## config.mk

```make
export PLATFORM = sky130hd
export DESIGN_NAME = sclr_regs
export DESIGN_NICKNAME = d
export VERILOG_FILES = /design/src/hw/sclr_pkg.sv /design/src/hw/sclr_regs.sv
export SDC_FILE = /design/constraint.sdc
export NUM_CORES = 1
export LEC_CHECK = 0
export ABC_AREA = 1
export BUFFER_PORTS_ARGS = -buffer_cell sky130_fd_sc_hd__buf_4
export CORE_MARGIN = 2
export CORE_UTILIZATION = 47
export DETAILED_ROUTE_END_ITERATION = 12
export GPL_TIMING_DRIVEN = 0
export PLACE_DENSITY = 0.77
export SYNTH_ARGS = -nofsm -noshare
export SYNTH_HDL_FRONTEND = slang
export SYNTH_HIERARCHICAL = 1
export SYNTH_SLANG_ARGS = --single-unit
```

## constraint.sdc

```tcl
create_clock -name i_clock -period 1.6 [get_ports i_clock]
set_input_delay 0.32 -clock i_clock [delete_from_list [all_inputs] [get_ports i_clock]]
set_output_delay 0.32 -clock i_clock [all_outputs]
set_load 0.005 [all_outputs]
```

## src/hw/sclr_pkg.sv

```systemverilog
// package of offsets, field positions and reset values for the scsi pin and bus-line register slice
package sclr_pkg;
	// ****************************************
	// register offsets
	// ****************************************
	localparam logic [7:0] SCLR_OFS_PIN_IO = 8'h07;
	localparam logic [7:0] SCLR_OFS_FIRST_BYTE = 8'h08;
	localparam logic [7:0] SCLR_OFS_LINE_DRIVE = 8'h09;
	localparam logic [7:0] SCLR_OFS_SELECTOR_ID = 8'h0a;
	localparam logic [7:0] SCLR_OFS_LINE_SENSE = 8'h0b;
	// ****************************************
	// fields and reset values
	// ****************************************
	localparam logic [7:0] SCLR_PIN_MASK = 8'h17;
	localparam int SCLR_FLASH_PIN_BIT = 4;
	localparam int SCLR_VALID_BIT = 7;
	localparam logic [7:0] SCLR_ID_MASK = 8'h0f;
	localparam logic [4:0] SCLR_PIN_RESET = 5'h00;
	localparam logic [4:0] SCLR_DIR_RESET = 5'h10;
	localparam logic [7:0] SCLR_FIRST_BYTE_RESET = 8'h00;
	localparam logic [7:0] SCLR_LINE_DRIVE_RESET = 8'h00;
	localparam logic [7:0] SCLR_SELECTOR_RESET = 8'h00;
	localparam logic [7:0] SCLR_READ_IDLE = 8'h00;
endpackage : sclr_pkg

```

## src/hw/sclr_regs.sv

```systemverilog
// register slice for general pins, first-byte accumulator, control line drive, selector id, line sense

// ****************************************
// one general-purpose pin: register bit, direction and read-back
// ****************************************
// used once for each implemented pin; the reserved pin 3 has no cell at all
module sclr_pin_cell
	import sclr_pkg::*;
#(
	parameter logic RESET_VALUE = 1'b0 // register bit level after reset
)
(
	input wire logic i_clock, // 50 MHz clock
	input wire logic i_rst_n, // synchronous reset, active low
	input wire logic i_clk_en, // freezes the bit while low
	input wire logic i_load, // host write to pin_io
	input wire logic i_wbit, // host write data for this pin
	input wire logic i_dir_out, // 1 output
	input wire logic i_special, // 1 special function owns the pin
	input wire logic i_special_out, // special function output level
	input wire logic i_pin_in, // sensed pin level
	output logic o_out, // pin output level
	output logic o_oe, // pin output enable
	output logic o_pullup, // pull-up enable
	output logic o_view // read-back value
);

	logic pin_bit;
	// a special function outranks the register bit so the two never fight over the pin
	wire logic drive = i_dir_out | i_special;
	assign o_oe = drive;
	assign o_out = i_special ? i_special_out : pin_bit;
	assign o_pullup = ~drive;
	// input pins are read live, so a script move sees the present level
	assign o_view = drive ? pin_bit : i_pin_in;

	always_ff @(posedge i_clock) begin
		if (!i_rst_n) begin
			pin_bit <= RESET_VALUE;
		end else if (i_clk_en && i_load) begin
			pin_bit <= i_wbit;
		end
	end
endmodule // sclr_pin_cell

// ****************************************
// two-stage synchroniser for the control lines
// ****************************************
module sclr_sync2
	import sclr_pkg::*;
(
	input wire logic i_clock, // 50 MHz clock
	input wire logic i_rst_n, // synchronous reset, active low
	input wire logic i_clk_en, // freezes both stages while low
	input wire logic [7:0] i_async, // lines from the bus
	output logic [7:0] o_sync // lines safe to use in this clock domain
);

	logic [7:0] stage_meta;
	// only the second stage is read, the first may be metastable
	always_ff @(posedge i_clock) begin
		if (!i_rst_n) begin
			stage_meta <= SCLR_READ_IDLE;
			o_sync <= SCLR_READ_IDLE;
		end else if (i_clk_en) begin
			stage_meta <= i_async;
			o_sync <= stage_meta;
		end
	end
endmodule // sclr_sync2

// ****************************************
// register slice
// ****************************************
module sclr_regs
	import sclr_pkg::*;
(
	input wire logic i_clock, // 50 MHz clock
	input wire logic i_rst_n, // synchronous reset, active low
	input wire logic i_clk_en, // freezes all state while low
	input wire logic [7:0] i_addr, // register byte offset
	input wire logic i_rd, // host read strobe
	input wire logic i_wr, // host write strobe
	input wire logic [7:0] i_wdata, // host write data
	output logic [7:0] o_rdata, // registered read data
	input wire logic [4:0] i_pin_dir_out, // per pin: 1 output (pin direction control, bits 4 and 2-0 used)
	input wire logic [4:0] i_pin_special, // per pin: 1 special function owns pin
	input wire logic [4:0] i_pin_special_out, // special function output level
	input wire logic [4:0] i_pin_in, // pin input levels
	output logic [4:0] o_pin_out, // pin output levels
	output logic [4:0] o_pin_oe, // pin output enables
	output logic [4:0] o_pin_pullup, // pull-up enables
	input wire logic i_scr_load, // script write to first-byte register
	input wire logic [7:0] i_scr_data, // script result (read-modify-write accumulator)
	input wire logic i_phase_first_byte, // first byte of an async input phase received
	input wire logic [7:0] i_bus_data, // received scsi data byte
	input wire logic i_selection_phase, // bus in selection phase
	input wire logic i_compat_bit, // compatibility control bit
	output logic [7:0] o_first_byte, // first-byte register contents
	input wire logic i_scr_line_wr, // script update of drive latch
	input wire logic [7:0] i_scr_line_data, // script drive latch value
	output logic [7:0] o_line_drive, // control line assert outputs
	input wire logic i_sel_capture, // bus-initiated selection seen
	input wire logic i_sel_two_ids, // two ids present on bus
	input wire logic [3:0] i_sel_id, // encoded selecting id
	input wire logic [7:0] i_line_state // live control lines, 1 asserted
);
	// ****************************************
	// decode
	// ****************************************
	wire logic hit_pin = (i_addr == SCLR_OFS_PIN_IO);
	wire logic hit_fb = (i_addr == SCLR_OFS_FIRST_BYTE);
	wire logic hit_drv = (i_addr == SCLR_OFS_LINE_DRIVE);
	wire logic hit_sel = (i_addr == SCLR_OFS_SELECTOR_ID);
	wire logic hit_sense = (i_addr == SCLR_OFS_LINE_SENSE);
	wire logic wr_pin = i_clk_en && i_wr && hit_pin;
	wire logic wr_drv = i_clk_en && i_wr && hit_drv;
	wire logic rd_take = i_clk_en && i_rd;

	// ****************************************
	// state and pin nets
	// ****************************************
	logic [7:0] first_byte;
	logic [7:0] line_drive;
	logic [7:0] selector;
	logic [7:0] sense_sync;
	logic [7:0] next_rdata;
	wire logic [4:0] cell_out;
	wire logic [4:0] cell_oe;
	wire logic [4:0] cell_pullup;
	wire logic [4:0] cell_view;

	// ****************************************
	// general pins
	// ****************************************
	// pin 3 is reserved: never driven, no pull-up, reads zero
	assign cell_out[3] = 1'b0;
	assign cell_oe[3] = 1'b0;
	assign cell_pullup[3] = 1'b0;
	assign cell_view[3] = 1'b0;

	sclr_pin_cell #(
		.RESET_VALUE(SCLR_PIN_RESET[0])
	) pin0_u (
		.i_clock(i_clock),
		.i_rst_n(i_rst_n),
		.i_clk_en(i_clk_en),
		.i_load(wr_pin),
		.i_wbit(i_wdata[0]),
		.i_dir_out(i_pin_dir_out[0]),
		.i_special(i_pin_special[0]),
		.i_special_out(i_pin_special_out[0]),
		.i_pin_in(i_pin_in[0]),
		.o_out(cell_out[0]),
		.o_oe(cell_oe[0]),
		.o_pullup(cell_pullup[0]),
		.o_view(cell_view[0])
	);

	sclr_pin_cell #(
		.RESET_VALUE(SCLR_PIN_RESET[1])
	) pin1_u (
		.i_clock(i_clock),
		.i_rst_n(i_rst_n),
		.i_clk_en(i_clk_en),
		.i_load(wr_pin),
		.i_wbit(i_wdata[1]),
		.i_dir_out(i_pin_dir_out[1]),
		.i_special(i_pin_special[1]),
		.i_special_out(i_pin_special_out[1]),
		.i_pin_in(i_pin_in[1]),
		.o_out(cell_out[1]),
		.o_oe(cell_oe[1]),
		.o_pullup(cell_pullup[1]),
		.o_view(cell_view[1])
	);

	sclr_pin_cell #(
		.RESET_VALUE(SCLR_PIN_RESET[2])
	) pin2_u (
		.i_clock(i_clock),
		.i_rst_n(i_rst_n),
		.i_clk_en(i_clk_en),
		.i_load(wr_pin),
		.i_wbit(i_wdata[2]),
		.i_dir_out(i_pin_dir_out[2]),
		.i_special(i_pin_special[2]),
		.i_special_out(i_pin_special_out[2]),
		.i_pin_in(i_pin_in[2]),
		.o_out(cell_out[2]),
		.o_oe(cell_oe[2]),
		.o_pullup(cell_pullup[2]),
		.o_view(cell_view[2])
	);

	// pin 4 switches the flash programming supply, so it comes out of reset low
	sclr_pin_cell #(
		.RESET_VALUE(SCLR_PIN_RESET[SCLR_FLASH_PIN_BIT])
	) pin4_u (
		.i_clock(i_clock),
		.i_rst_n(i_rst_n),
		.i_clk_en(i_clk_en),
		.i_load(wr_pin),
		.i_wbit(i_wdata[4]),
		.i_dir_out(i_pin_dir_out[4]),
		.i_special(i_pin_special[4]),
		.i_special_out(i_pin_special_out[4]),
		.i_pin_in(i_pin_in[4]),
		.o_out(cell_out[4]),
		.o_oe(cell_oe[4]),
		.o_pullup(cell_pullup[4]),
		.o_view(cell_view[4])
	);

	assign o_pin_out = cell_out & SCLR_PIN_MASK[4:0];
	assign o_pin_oe = cell_oe & SCLR_PIN_MASK[4:0];
	assign o_pin_pullup = cell_pullup & SCLR_PIN_MASK[4:0];
	wire logic [4:0] pin_view = cell_view & SCLR_PIN_MASK[4:0];

	// ****************************************
	// first byte received
	// ****************************************
	// host writes never reach this register: only capture and script paths load it
	wire logic sel_mirror = i_selection_phase && !i_compat_bit;
	wire logic first_byte_load = sel_mirror || i_phase_first_byte || i_scr_load;
	// selection mirror outranks phase capture, which outranks a script load
	wire logic [7:0] next_first_byte = sel_mirror ? i_bus_data :
		i_phase_first_byte ? i_bus_data :
		i_scr_data;

	always_ff @(posedge i_clock) begin
		if (!i_rst_n) begin
			first_byte <= SCLR_FIRST_BYTE_RESET;
		end else if (i_clk_en && first_byte_load) begin
			first_byte <= next_first_byte;
		end
	end
	assign o_first_byte = first_byte;

	// ****************************************
	// control line drive
	// ****************************************
	// the script processor wins a tie; a host write in any other cycle with i_clk_en high still loads the latch
	wire logic drive_load = (i_clk_en && i_scr_line_wr) || wr_drv;
	wire logic [7:0] next_line_drive = i_scr_line_wr ? i_scr_line_data : i_wdata;

	always_ff @(posedge i_clock) begin
		if (!i_rst_n) begin
			line_drive <= SCLR_LINE_DRIVE_RESET;
		end else if (drive_load) begin
			line_drive <= next_line_drive;
		end
	end
	assign o_line_drive = line_drive;

	// ****************************************
	// selector id
	// ****************************************
	// the id bits are kept even with one id on the bus; only the valid flag tells them apart
	wire logic [7:0] next_selector = {i_sel_two_ids, 3'h0, i_sel_id};

	always_ff @(posedge i_clock) begin
		if (!i_rst_n) begin
			selector <= SCLR_SELECTOR_RESET;
		end else if (i_clk_en && i_sel_capture) begin
			selector <= next_selector;
		end
	end

	// ****************************************
	// line sense
	// ****************************************
	// two cycles of lag are the price of never handing a metastable bit to the host
	sclr_sync2 sense_u (
		.i_clock(i_clock),
		.i_rst_n(i_rst_n),
		.i_clk_en(i_clk_en),
		.i_async(i_line_state),
		.o_sync(sense_sync)
	);

	// ****************************************
	// read port
	// ****************************************
	// reserved bits read as zero here, software must still mask them
	wire logic [7:0] rd_pin = {3'h0, pin_view};
	wire logic [7:0] rd_sel = selector & {1'b1, 3'h0, SCLR_ID_MASK[3:0]};

	always_comb begin
		next_rdata = SCLR_READ_IDLE;
		if (hit_pin) begin
			next_rdata = rd_pin;
		end else if (hit_fb) begin
			next_rdata = first_byte;
		end else if (hit_drv) begin
			next_rdata = line_drive;
		end else if (hit_sel) begin
			next_rdata = rd_sel;
		end else if (hit_sense) begin
			next_rdata = sense_sync;
		end
	end

	always_ff @(posedge i_clock) begin
		if (!i_rst_n) begin
			o_rdata <= SCLR_READ_IDLE;
		end else if (rd_take) begin
			o_rdata <= next_rdata;
		end
	end
endmodule // sclr_regs

```

==> results by group, run 1 <==
Worst setup path
  • CP top delay family: simple AND/OR/NAND/NOR gates
  • Crit path kind: in -> reg
  • Crit end category: flip-flop
  • Worst path slowest cell: nor2_1
  • Max stage delay on crit path: 0.30 ns
  • Crit path launch type: input pin
  • Worst path required time: around 1.8 ns
  • Crit-path cells: buf_4 > inv_1 > nand2_1 > nor2_4 > nand2_1 > nor2_1 > nand2_1 > nor2_1 > nor2_1
  • Worst path arrival time: 1.53 ns
  • Critical-path maximum fanout: 5
  • Reg-to-reg slack, setup: 0.59 ns
  • WP buf/inv: 2

Place
  • Post-place setup slack: about 0.042 ns
  • Dpl hpwl: 5700 um
  • Post-placement cell count: 587
  • Final GP Congestion: a little under 0.9
  • Placement Cell Area: 3620 um2
  • IO Port Bufs: approximately 110

Synth
  • Post-Synth Adder-Cell Area: 0%
  • Netlist Area Pre-Place: ~2700 um2
  • Main combinational cell family by area after synthesis: simple AND/OR/NAND/NOR gates
  • Synth top cells by count: nand2_1 (87), nor2_1 (66), inv_1 (53)
  • Top cells by area, synth: dfxtp_1 (37%), nand2_1 (12%), nor2_1 (9.3%)
  • Yosys top cell area share: approximately 37%
  • Netlist cell types: 28
  • EDFF count, synth: 0
  • Seq/Total Area, Yosys: a little under two fifths
  • Syn avg cell area: 6.68 um2
  • Warnings from Yosys: 6
  • Post-synthesis mux area share: 3.00%
  • Simple-Gate Fraction of Synth Area: between 30% and 40%
  • Count leader, synth: nand2_1
  • Ys async rst share: 0%
  • Post-Synthesis Cells: between 300 and 400
  • Cell accounting for the most synthesized area: dfxtp_1
  • XOR/XNOR Fraction of Synth Area: 0%
  • Compound-gate portion of the synthesized area: 13.9%
  • Commonest register cell after synthesis: dfxtp_1
  • #FFs+latches synth: a little under 50

Clocking
  • # H-tree levels: 2
  • Num Clock Sinks: 49
  • Num CTS Buffers: 5
  • CTS Hold Bufs: 0
  • CTS resizes: 0
  • Longest Clk Path Bufs: 2
  • Post-CTS Setup Bufs: 0
  • CTS root buf: clkbuf_8
  • Clock latency on the worst-skew pair: roughly 0.3 ns
  • Clock Pin Slew Worst Setup and Hold Paths: 0.08 ns
  • CTS tree: built

Global routing
  • Largest net degree at the start of global routing: 16
  • Total global routing overflow: 0
  • Vias in the first global route: between 2000 and 3000
  • First-pass GRT wire length: about 12000 um
  • GRT Resource Usage Total: around a quarter
  • Initial antenna violation count: 0

Floorplanning
  • Chip width: about 79 um
  • Core ar.: roughly 5500 um2
  • FP Rows: 27
  • Starting Density: 48.4%
  • Height of the die: 79.3 um
  • Die area: approximately 6300 um2
  • Num ports: between 100 and 150

Timing
  • Final Max Tran Viols: 0
  • RSZ-0062 raised after global routing: false
  • Final Hold Vio Count: 0
  • Final Cycle Share: between 80% and 90%
  • Setup ws final: between 0.2 and 0.3 ns
  • Worst hold margin: about 0.26 ns
  • Skew final: 0.00623 ns
  • Setup TNS: 0 ns
  • Highest clock rate: ~0.75 GHz
  • Final setup fails: 0
  • Final Critical Period: around 1.3 ns

Finish
  • Fraction of layout cells with a size suffix above 1: between 30% and 40%
  • # diodes: 0
  • Post-layout util: between 60% and 70%
  • P&R area growth vs syn: 39.6%
  • Fin area: around 3700 um2
  • Fin nets: 606
  • Fin cells: approximately 600

Pwr
  • Leak Pwr: around 1.9 nW
  • Gate power share: around a fifth
  • Clock power share: 29.1%
  • Max VDD drop: between 500 and 600 uV
  • Seq pwr share: approximately half
  • Internal: ~2 mW
  • Overall power: roughly 2.7 mW
  • Pwr Density: roughly 720 nW/um2
  • NetSw: approximately 700 uW
  • Switch share: a little over a quarter

Hold path
  • Worst min path class: in -> reg

Detailed routing
  • Drt initial violations: between 100 and 150
  • Routed len/inst: approximately 12 um
  • Vias per cell: roughly 4.8
  • DRT Pass-1 Iters: 4
  • Routed Antenna Nets: 0
  • Total Wirelength: 7130 um
  • Vias: between 2000 and 3000
  • Drt drc: 0

Flow run
  • Max Cap Violations: 0

Status
  • Status: finished, final reports clean
-- tightest hold or removal path, cell delays in order --
cell and delay [ns]:
buf_4 0.08, nor2_1 0.04, nor2_1 0.08
-- routing by layer --
layer  up-vias  GRT usage (%)  wire [um]
li1       1496              -          -
met1      1280           28.3       3010
met2        91           43.0       3510
met3         9           4.66        522
met4         0           6.21         96
met5         -              0          0
-- power by group through the flow --
stage | Sequential (mW) | Clock (mW) | Combinational (mW)
after floorplan | 1.35 | 0 | 0.261
after global placement | 1.36 | 0 | 0.547
after detailed placement | 1.36 | 0 | 0.558
after CTS | 1.33 | 0.790 | 0.561
after global routing | 1.34 | 0.838 | 0.628
final | 1.33 | 0.778 | 0.559
-- final timing paths --
| kind | from | to | depth (start not counted) |
|---|---|---|---|
| setup / recovery | i_addr[6] | pin1_u/pin_bit | 9 |
| setup reg to reg | pin4_u/pin_bit | o_rdata[4] | 6 |
| hold / removal | i_wdata[4] | pin4_u/pin_bit | 3 |
| hold reg to reg | o_rdata[7] | o_rdata[7] | 2 |
-- registers in the layout, indices dropped and copies added, names as in the netlist --
signal and cells:
pin2_u/pin_bit 1, o_line_drive 8, pin1_u/pin_bit 1, sense_u/stage_meta 8, o_rdata 8, o_first_byte 8, selector 5, pin4_u/pin_bit 1
pin0_u/pin_bit 1, sense_u/o_sync 8
-- kinds of logic after synthesis --
kind of cell / after synthesis
other cells: 1
simple gates: 202
flops: 49
mux: 8
compound gates: 69
buf+inv: 70
-- final cells by class --
class                           instances  area [um2]
Buffer                                 16         121
Clock buffer                            7        96.3
Clock inverter                          1        5.00
Fill cell                             510        1790
Inverter                               54         204
Multi-Input combinational cell        282        1370
Sequential cell                        49         981
Tap cell                               72        90.1
Timing Repair Buffer                  114         856
-- layout by cell type (no fill, tap or decap), types with 3 or more instances in the layout --
| cell | n |
|---|---|
| conb_1 | 3 |
| nand2_2 | 5 |
| o21ai_1 | 5 |
| nand3_1 | 24 |
| nand2_1 | 87 |
| nor2_1 | 66 |
| o21ai_0 | 35 |
| dfxtp_1 | 49 |
| o21ai_2 | 3 |
| buf_2 | 4 |
| inv_1 | 53 |
| a21oi_1 | 23 |
| nor2_2 | 5 |
| buf_6 | 3 |
| nand4_1 | 4 |
| mux2i_1 | 8 |
| clkbuf_8 | 7 |
| nor2_4 | 6 |
| buf_4 | 118 |
(Power assumes the default switching activity.)
==> inputs of run 2 (changes only) <==
--- a/config.mk
+++ b/config.mk
@@ -8,10 +8,10 @@
 export ABC_AREA = 1
 export BUFFER_PORTS_ARGS = -buffer_cell sky130_fd_sc_hd__buf_4
 export CORE_MARGIN = 2
-export CORE_UTILIZATION = 47
+export CORE_UTILIZATION = 42
 export DETAILED_ROUTE_END_ITERATION = 12
 export GPL_TIMING_DRIVEN = 0
-export PLACE_DENSITY = 0.77
+export PLACE_DENSITY = 0.73
 export SYNTH_ARGS = -nofsm -noshare
 export SYNTH_HDL_FRONTEND = slang
 export SYNTH_HIERARCHICAL = 1
==> constraint.sdc (replaced) <==
create_clock -name i_clock -period 1.15 [get_ports i_clock]
set_input_delay 0.23 -clock i_clock [delete_from_list [all_inputs] [get_ports i_clock]]
set_output_delay 0.23 -clock i_clock [all_outputs]
set_load 0.005 [all_outputs]
==> run 2 against run 1 <==
Against the previous run:
- global-route usage decreased by 2.9 points
- clock skew decreased by 0.0037 ns
- cell count increased by 1.7%
- sequential cell count unchanged
- sequential power increased by 40%
- combinational power increased by 45%
- via count increased by 0.17%
- critical path depth decreased by 6
- hold slack got worse by 0.083 ns
- design area increased by 3.0%
- power increased by 35%
==> results by group, run 2 (synthesized netlist as in run 1, its figures left out) <==
Place
  • Dpl hpwl: 5720 um
  • Post-placement cell count: 592
  • Placement Cell Area: approximately 3600 um2
  • IO Port Bufs: about 110
  • Final GP Congestion: between 0.8 and 0.9

Clocking
  • Num Clock Sinks: 49
  • CTS tree: built
  • CTS root buf: clkbuf_8
  • Clock latency on the worst-skew pair: roughly 0.30 ns
  • Clock Pin Slew Worst Setup and Hold Paths: ~0.080 ns
  • CTS Hold Bufs: 0
  • Num CTS Buffers: 5
  • # H-tree levels: 2
  • Longest Clk Path Bufs: 2

Hold path
  • Hold depth: 3
  • Worst min path class: in -> reg

Finish
  • P&R area growth vs syn: 43.8%
  • Post-layout util: between 60 and 70%
  • Fin nets: approximately 610
  • Fin area: roughly 3800 um2
  • # diodes: 0
  • Commonest cells after routing, fill and taps aside: buf_4 (122), nand2_1 (84), nor2_1 (64), inv_1 (48), dfxtp_1 (45)
  • Fraction of layout cells with a size suffix above 1: 35.0%
  • Commonest non-fill, non-tap cell in the layout: buf_4
  • Filler cell count: approximately 620
  • Fin cells: 605

Pwr
  • Clock power share: 25.8%
  • Pwr Density: about 940 nW/um2
  • Max VDD drop: 589 uV
  • Gate power share: 22.5%
  • Seq pwr share: ~52%
  • Leak Pwr: approximately 1.9 nW
  • NetSw: 975 uW
  • Switch share: between 20% and 30%
  • Internal: 2.62 mW

Detailed routing
  • Total Wirelength: approximately 7400 um
  • Vias: 2881
  • Routed Antenna Nets: 0
  • Vias per cell: ~4.8
  • Drt drc: 0
  • Drt initial violations: about 140
  • Routed len/inst: approximately 12 um
  • DRT Pass-1 Iters: 4

Timing
  • Setup TNS: 0 ns
  • Highest clock rate: roughly 0.9 GHz
  • RSZ-0062 raised after global routing: true
  • Final Max Tran Viols: 0
  • Skew final: 0.00256 ns
  • Final Cycle Share: 98.1%
  • Final Hold Vio Count: 0
  • Final setup fails: 0
  • Final Critical Period: 1.13 ns

Status
  • Status: finished, final reports clean

Worst setup path
  • Critical-path maximum fanout: 3
  • WP buf/inv: 2
  • Worst path required time: roughly 0.9 ns
  • Crit path launch type: flip-flop
  • Critical path depth in cells: 3
  • Crit end category: output pin
  • CP top delay family: flip-flops
  • Crit path kind: reg -> out
  • Worst path slowest cell: dfxtp_2
  • Max stage delay on crit path: ~0.33 ns
  • Worst path arrival time: 0.90 ns
  • Crit-path cells: inv_2 > o21ai_2 > buf_4
  • Reg2reg path depth: 6

Floorplanning
  • FP Rows: 29
  • Starting Density: between 40% and 50%
  • Die area: around 7000 um2
  • Chip width: 83.7 um
  • Core ar.: ~6200 um2
  • Height of the die: 83.7 um
  • Num ports: between 100 and 150

Global routing
  • GRT Resource Usage Total: between 20% and 30%
  • Vias in the first global route: 2600
  • Total global routing overflow: 0
  • First-pass GRT wire length: approximately 12000 um
  • Initial antenna violation count: 0
  • Largest net degree at the start of global routing: 16

Flow run
  • Max Cap Violations: 0
-- run 2: changes by cell type in the layout (fill, tap and decap cells not counted), sizes merged --
| cell | previous run | this run |
|---|---|---|
| buf | 126 | 131 |
| clkbuf | 11 | 10 |
| nor2 | 77 | 78 |
-- run 2: layout make-up --
class                           instances  area (um2)  share of cell area (%)
Buffer                                 16         130                    3.40
Clock buffer                            5        68.8                    1.80
Clock inverter                          1        5.00                   0.131
Inverter                               54         204                    5.32
Multi-Input combinational cell        283        1420                    37.1
Sequential cell                        49         986                    25.7
Tap cell                               77        96.3                    2.51
Timing Repair Buffer                  120         920                    24.0
-- run 2: metrics by stage --
step	power, mW	hold WS (ns)	setup WS [ns]
5_1_grt	3.79	0.172	-0.0428
3_5_place_dp	2.68	0.460	-0.336
4_1_cts	3.59	0.168	0.00595
6_report	3.60	0.177	0.0221
2_1_floorplan	2.24	0.350	0.00615
3_3_place_gp	2.66	0.459	-0.285
-- run 2: path summary, 6_finish.rpt --
kind	slack [ns]	end	startpoint
setup / recovery	0.02	o_pin_out[4]	pin4_u/pin_bit
hold / removal	0.18	pin0_u/pin_bit	i_wdata[0]
setup reg to reg	0.17	o_rdata[4]	pin4_u/pin_bit
hold reg to reg	0.47	o_rdata[2]	o_rdata[2]
-- run 2: power by group through the flow --
stage	combinational [mW]	clock, mW	sequential (mW)
finish	0.809	0.929	1.86
global route	0.903	1.02	1.87
CTS	0.783	0.953	1.86
detailed placement	0.779	0	1.90
global placement	0.763	0	1.89
floorplan	0.363	0	1.88
-- run 2: repair_timing --
action                     CTS  global route
gates resized for setup      5            27
buffers inserted             0             4
pin swaps                    0             6
gates cloned                 0             3
setup endpoints to repair    8            20
-- run 2: worst reg2reg max path, stage by stage, from the launching register on --
cell,delay [ns]
dfxtp_2,0.33
inv_2,0.04
o21ai_1,0.18
nand2_1,0.08
o21ai_0,0.16
a21oi_1,0.06
nor2_1,0.08
-- run 2: routing by layer --
metal / track usage [%] / vias up / share of wire (%)
li1: - / 1511 / -
met1: 26.2 / 1270 / 42
met2: 36.4 / 92 / 51
met3: 4.65 / 8 / 6.1
met4: 3.81 / 0 / 0.69
met5: 0 / - / 0
==> inputs of run 3 (changes only) <==
==> constraint.sdc (replaced) <==
create_clock -name i_clock -period 1 [get_ports i_clock]
set_input_delay 0.2 -clock i_clock [delete_from_list [all_inputs] [get_ports i_clock]]
set_output_delay 0.2 -clock i_clock [all_outputs]
set_load 0.005 [all_outputs]
==> run 3 against run 2 <==
Against the previous run:
- the run now ends with setup timing left
- global-route usage decreased by 0.11 points
- register-to-register slack got worse by 0.15 ns
- clock power is 55% higher
- design area grew 10%
- routed wire length rose by 2.4%
- clock skew grew 0.0020 ns
- critical path type unchanged
- largest cell class unchanged
- highest routed layer unchanged
==> results by group, run 3 (synthesized netlist as in run 1, its figures left out) <==
Status
  • Status: complete, but fails checks
  • Violated checks: setup timing

Timing
  • Final Max Tran Viols: 0
  • Final Critical Period: between 1 and 1.5 ns
  • Final Hold Vio Count: 0
  • Highest clock rate: between 0.9 and 1 GHz
  • RSZ-0062 raised after global routing: true
  • Final setup fails: 4
  • Setup ws final: -0.0806 ns
  • Final Cycle Share: 108%
  • Worst hold margin: around 0.14 ns
  • Skew final: 0.00458 ns

Clocking
  • Clock Pin Slew Worst Setup and Hold Paths: 0.08 ns
  • Longest Clk Path Bufs: 2
  • Clock latency on the worst-skew pair: just under 0.3 ns
  • CTS tree: built
  • # H-tree levels: 2
  • Num CTS Buffers: 5
  • CTS root buf: clkbuf_8
  • Num Clock Sinks: 49
  • CTS Hold Bufs: 0

Global routing
  • Largest net degree at the start of global routing: 16
  • Vias in the first global route: 2723
  • GRT Resource Usage Total: between 20% and 30%
  • Total global routing overflow: 0
  • First-pass GRT wire length: approximately 12000 um
  • Initial antenna violation count: 0

Detailed routing
  • Drt initial violations: 86
  • Routed Antenna Nets: 0
  • Total Wirelength: 7570 um
  • Vias: a little under 3000
  • DRT Pass-1 Iters: 4
  • Routed len/inst: approximately 12 um
  • Drt drc: 0
  • Vias per cell: between 4 and 5

Worst setup path
  • Critical-path maximum fanout: 3
  • Worst path required time: 0.80 ns
  • CP Launch Point: pin4_u/pin_bit
  • Reg2reg start: o_line_drive[5]
  • Crit path kind: reg -> out
  • Worst path arrival time: between 0.8 and 0.9 ns
  • Reg2Reg Capture Point: o_rdata[5]
  • Crit end category: output pin
  • CP Capture Point: o_pin_out[4]
  • Reg-to-reg slack, setup: roughly 0.020 ns
  • Reg2reg path depth: 5
  • Crit path launch type: flip-flop

Place
  • Final GP Congestion: around 0.84
  • Post-place setup slack: -0.350 ns
  • Post-placement cell count: around 600
  • Dpl hpwl: between 5000 and 6000 um
  • IO Port Bufs: about 110

Floorplanning
  • Die area: approximately 7000 um2
  • Starting Density: 42.7%
  • Num ports: 123
  • Chip width: 83.7 um
  • Height of the die: approximately 84 um
  • Core ar.: roughly 6200 um2
  • FP Rows: 29

Flow run
  • Max Cap Violations: 0

Pwr
  • Gate power share: 22.6%
  • Internal: about 3.4 mW
  • NetSw: 1.18 mW
  • Max VDD drop: ~800 uV
  • Overall power: about 4.6 mW
  • Switch share: 25.5%
  • Seq pwr share: between 40% and 50%
  • Clock power share: roughly 31%
  • Pwr Density: 1090 nW/um2
  • Leak Pwr: roughly 2.1 nW

Finish
  • Fraction of layout cells with a size suffix above 1: roughly 44%
  • Fin nets: ~630
  • Commonest cells after routing, fill and taps aside: buf_4 (127), nand2_1 (77), nor2_1 (62), inv_1 (42), dfxtp_1 (33)
  • Multi-input logic area: around 1500 um2
  • Filler cell count: roughly 550
  • Post-layout util: 67.7%
  • Register Area: approximately 1000 um2
  • # diodes: 0
  • Fin cells: 621
  • Commonest non-fill, non-tap cell in the layout: buf_4
  • P&R area growth vs syn: 58.5%

Hold path
  • Worst min path class: in -> reg
run 3: final cells by class:
class | instances | area share, %
multi-input combinational | 282 | 36.3
timing repair buffer | 135 | 26.1
sequential | 49 | 23.8
inverter | 54 | 5.54
buffer | 16 | 3.26
tap | 77 | 2.28
clock buffer | 7 | 2.04
clock inverter | 1 | 0.711
run 3: power groups by stage:
| stage | logic [mW] | registers, mW | clock network [mW] |
|---|---|---|---|
| floorplan | 0.443 | 2.16 | 0 |
| global placement | 0.915 | 2.17 | 0 |
| detailed placement | 0.935 | 2.18 | 0 |
| CTS | 0.950 | 2.13 | 1.47 |
| global route | 1.16 | 2.15 | 1.55 |
| finish | 1.05 | 2.13 | 1.44 |
run 3: through the flow:
step                      instance area, um2  setup TNS, ns
after floorplan                         2770        -0.0885
after global placement                  3720          -6.37
final                                   4220         -0.270
after global routing                    4220         -0.638
after detailed placement                3720          -7.01
after CTS                               3920         -0.422
run 3: worst min-delay path by stage:
stage | startpoint | to | slack (ns) | cells past startpoint
after floorplan | i_rst_n | pin0_u/pin_bit | 0.32 | 2
after global placement | i_wdata[1] | pin1_u/pin_bit | 0.44 | 3
after detailed placement | i_wdata[4] | pin4_u/pin_bit | 0.45 | 3
after CTS | i_wdata[0] | pin0_u/pin_bit | 0.14 | 3
after global routing | i_wdata[2] | pin2_u/pin_bit | 0.16 | 3
final | i_wdata[0] | pin0_u/pin_bit | 0.14 | 3
run 3: repair_timing:
item	in CTS	in global routing
endpoints found under the hold margin	0	0
gates resized for setup	21	56
buffers inserted	7	12
cloned	1	1
pin swaps	9	22
setup endpoints to repair	13	33
run 3: critical path, cell delays in order (launching register included):
cell     delay (ns)
dfxtp_2        0.33
inv_2          0.04
o21ai_1        0.10
buf_4          0.12
run 3: metal layers:
layer	vias up	GRT usage, %	share of wire (%)	wire (um)
met5	-	0	0	0
met4	0	4.11	0.75	57
met3	6	3.46	5.2	395
met2	76	37.7	53	4050
met1	1342	25.3	41	3070
li1	1535	-	-	-
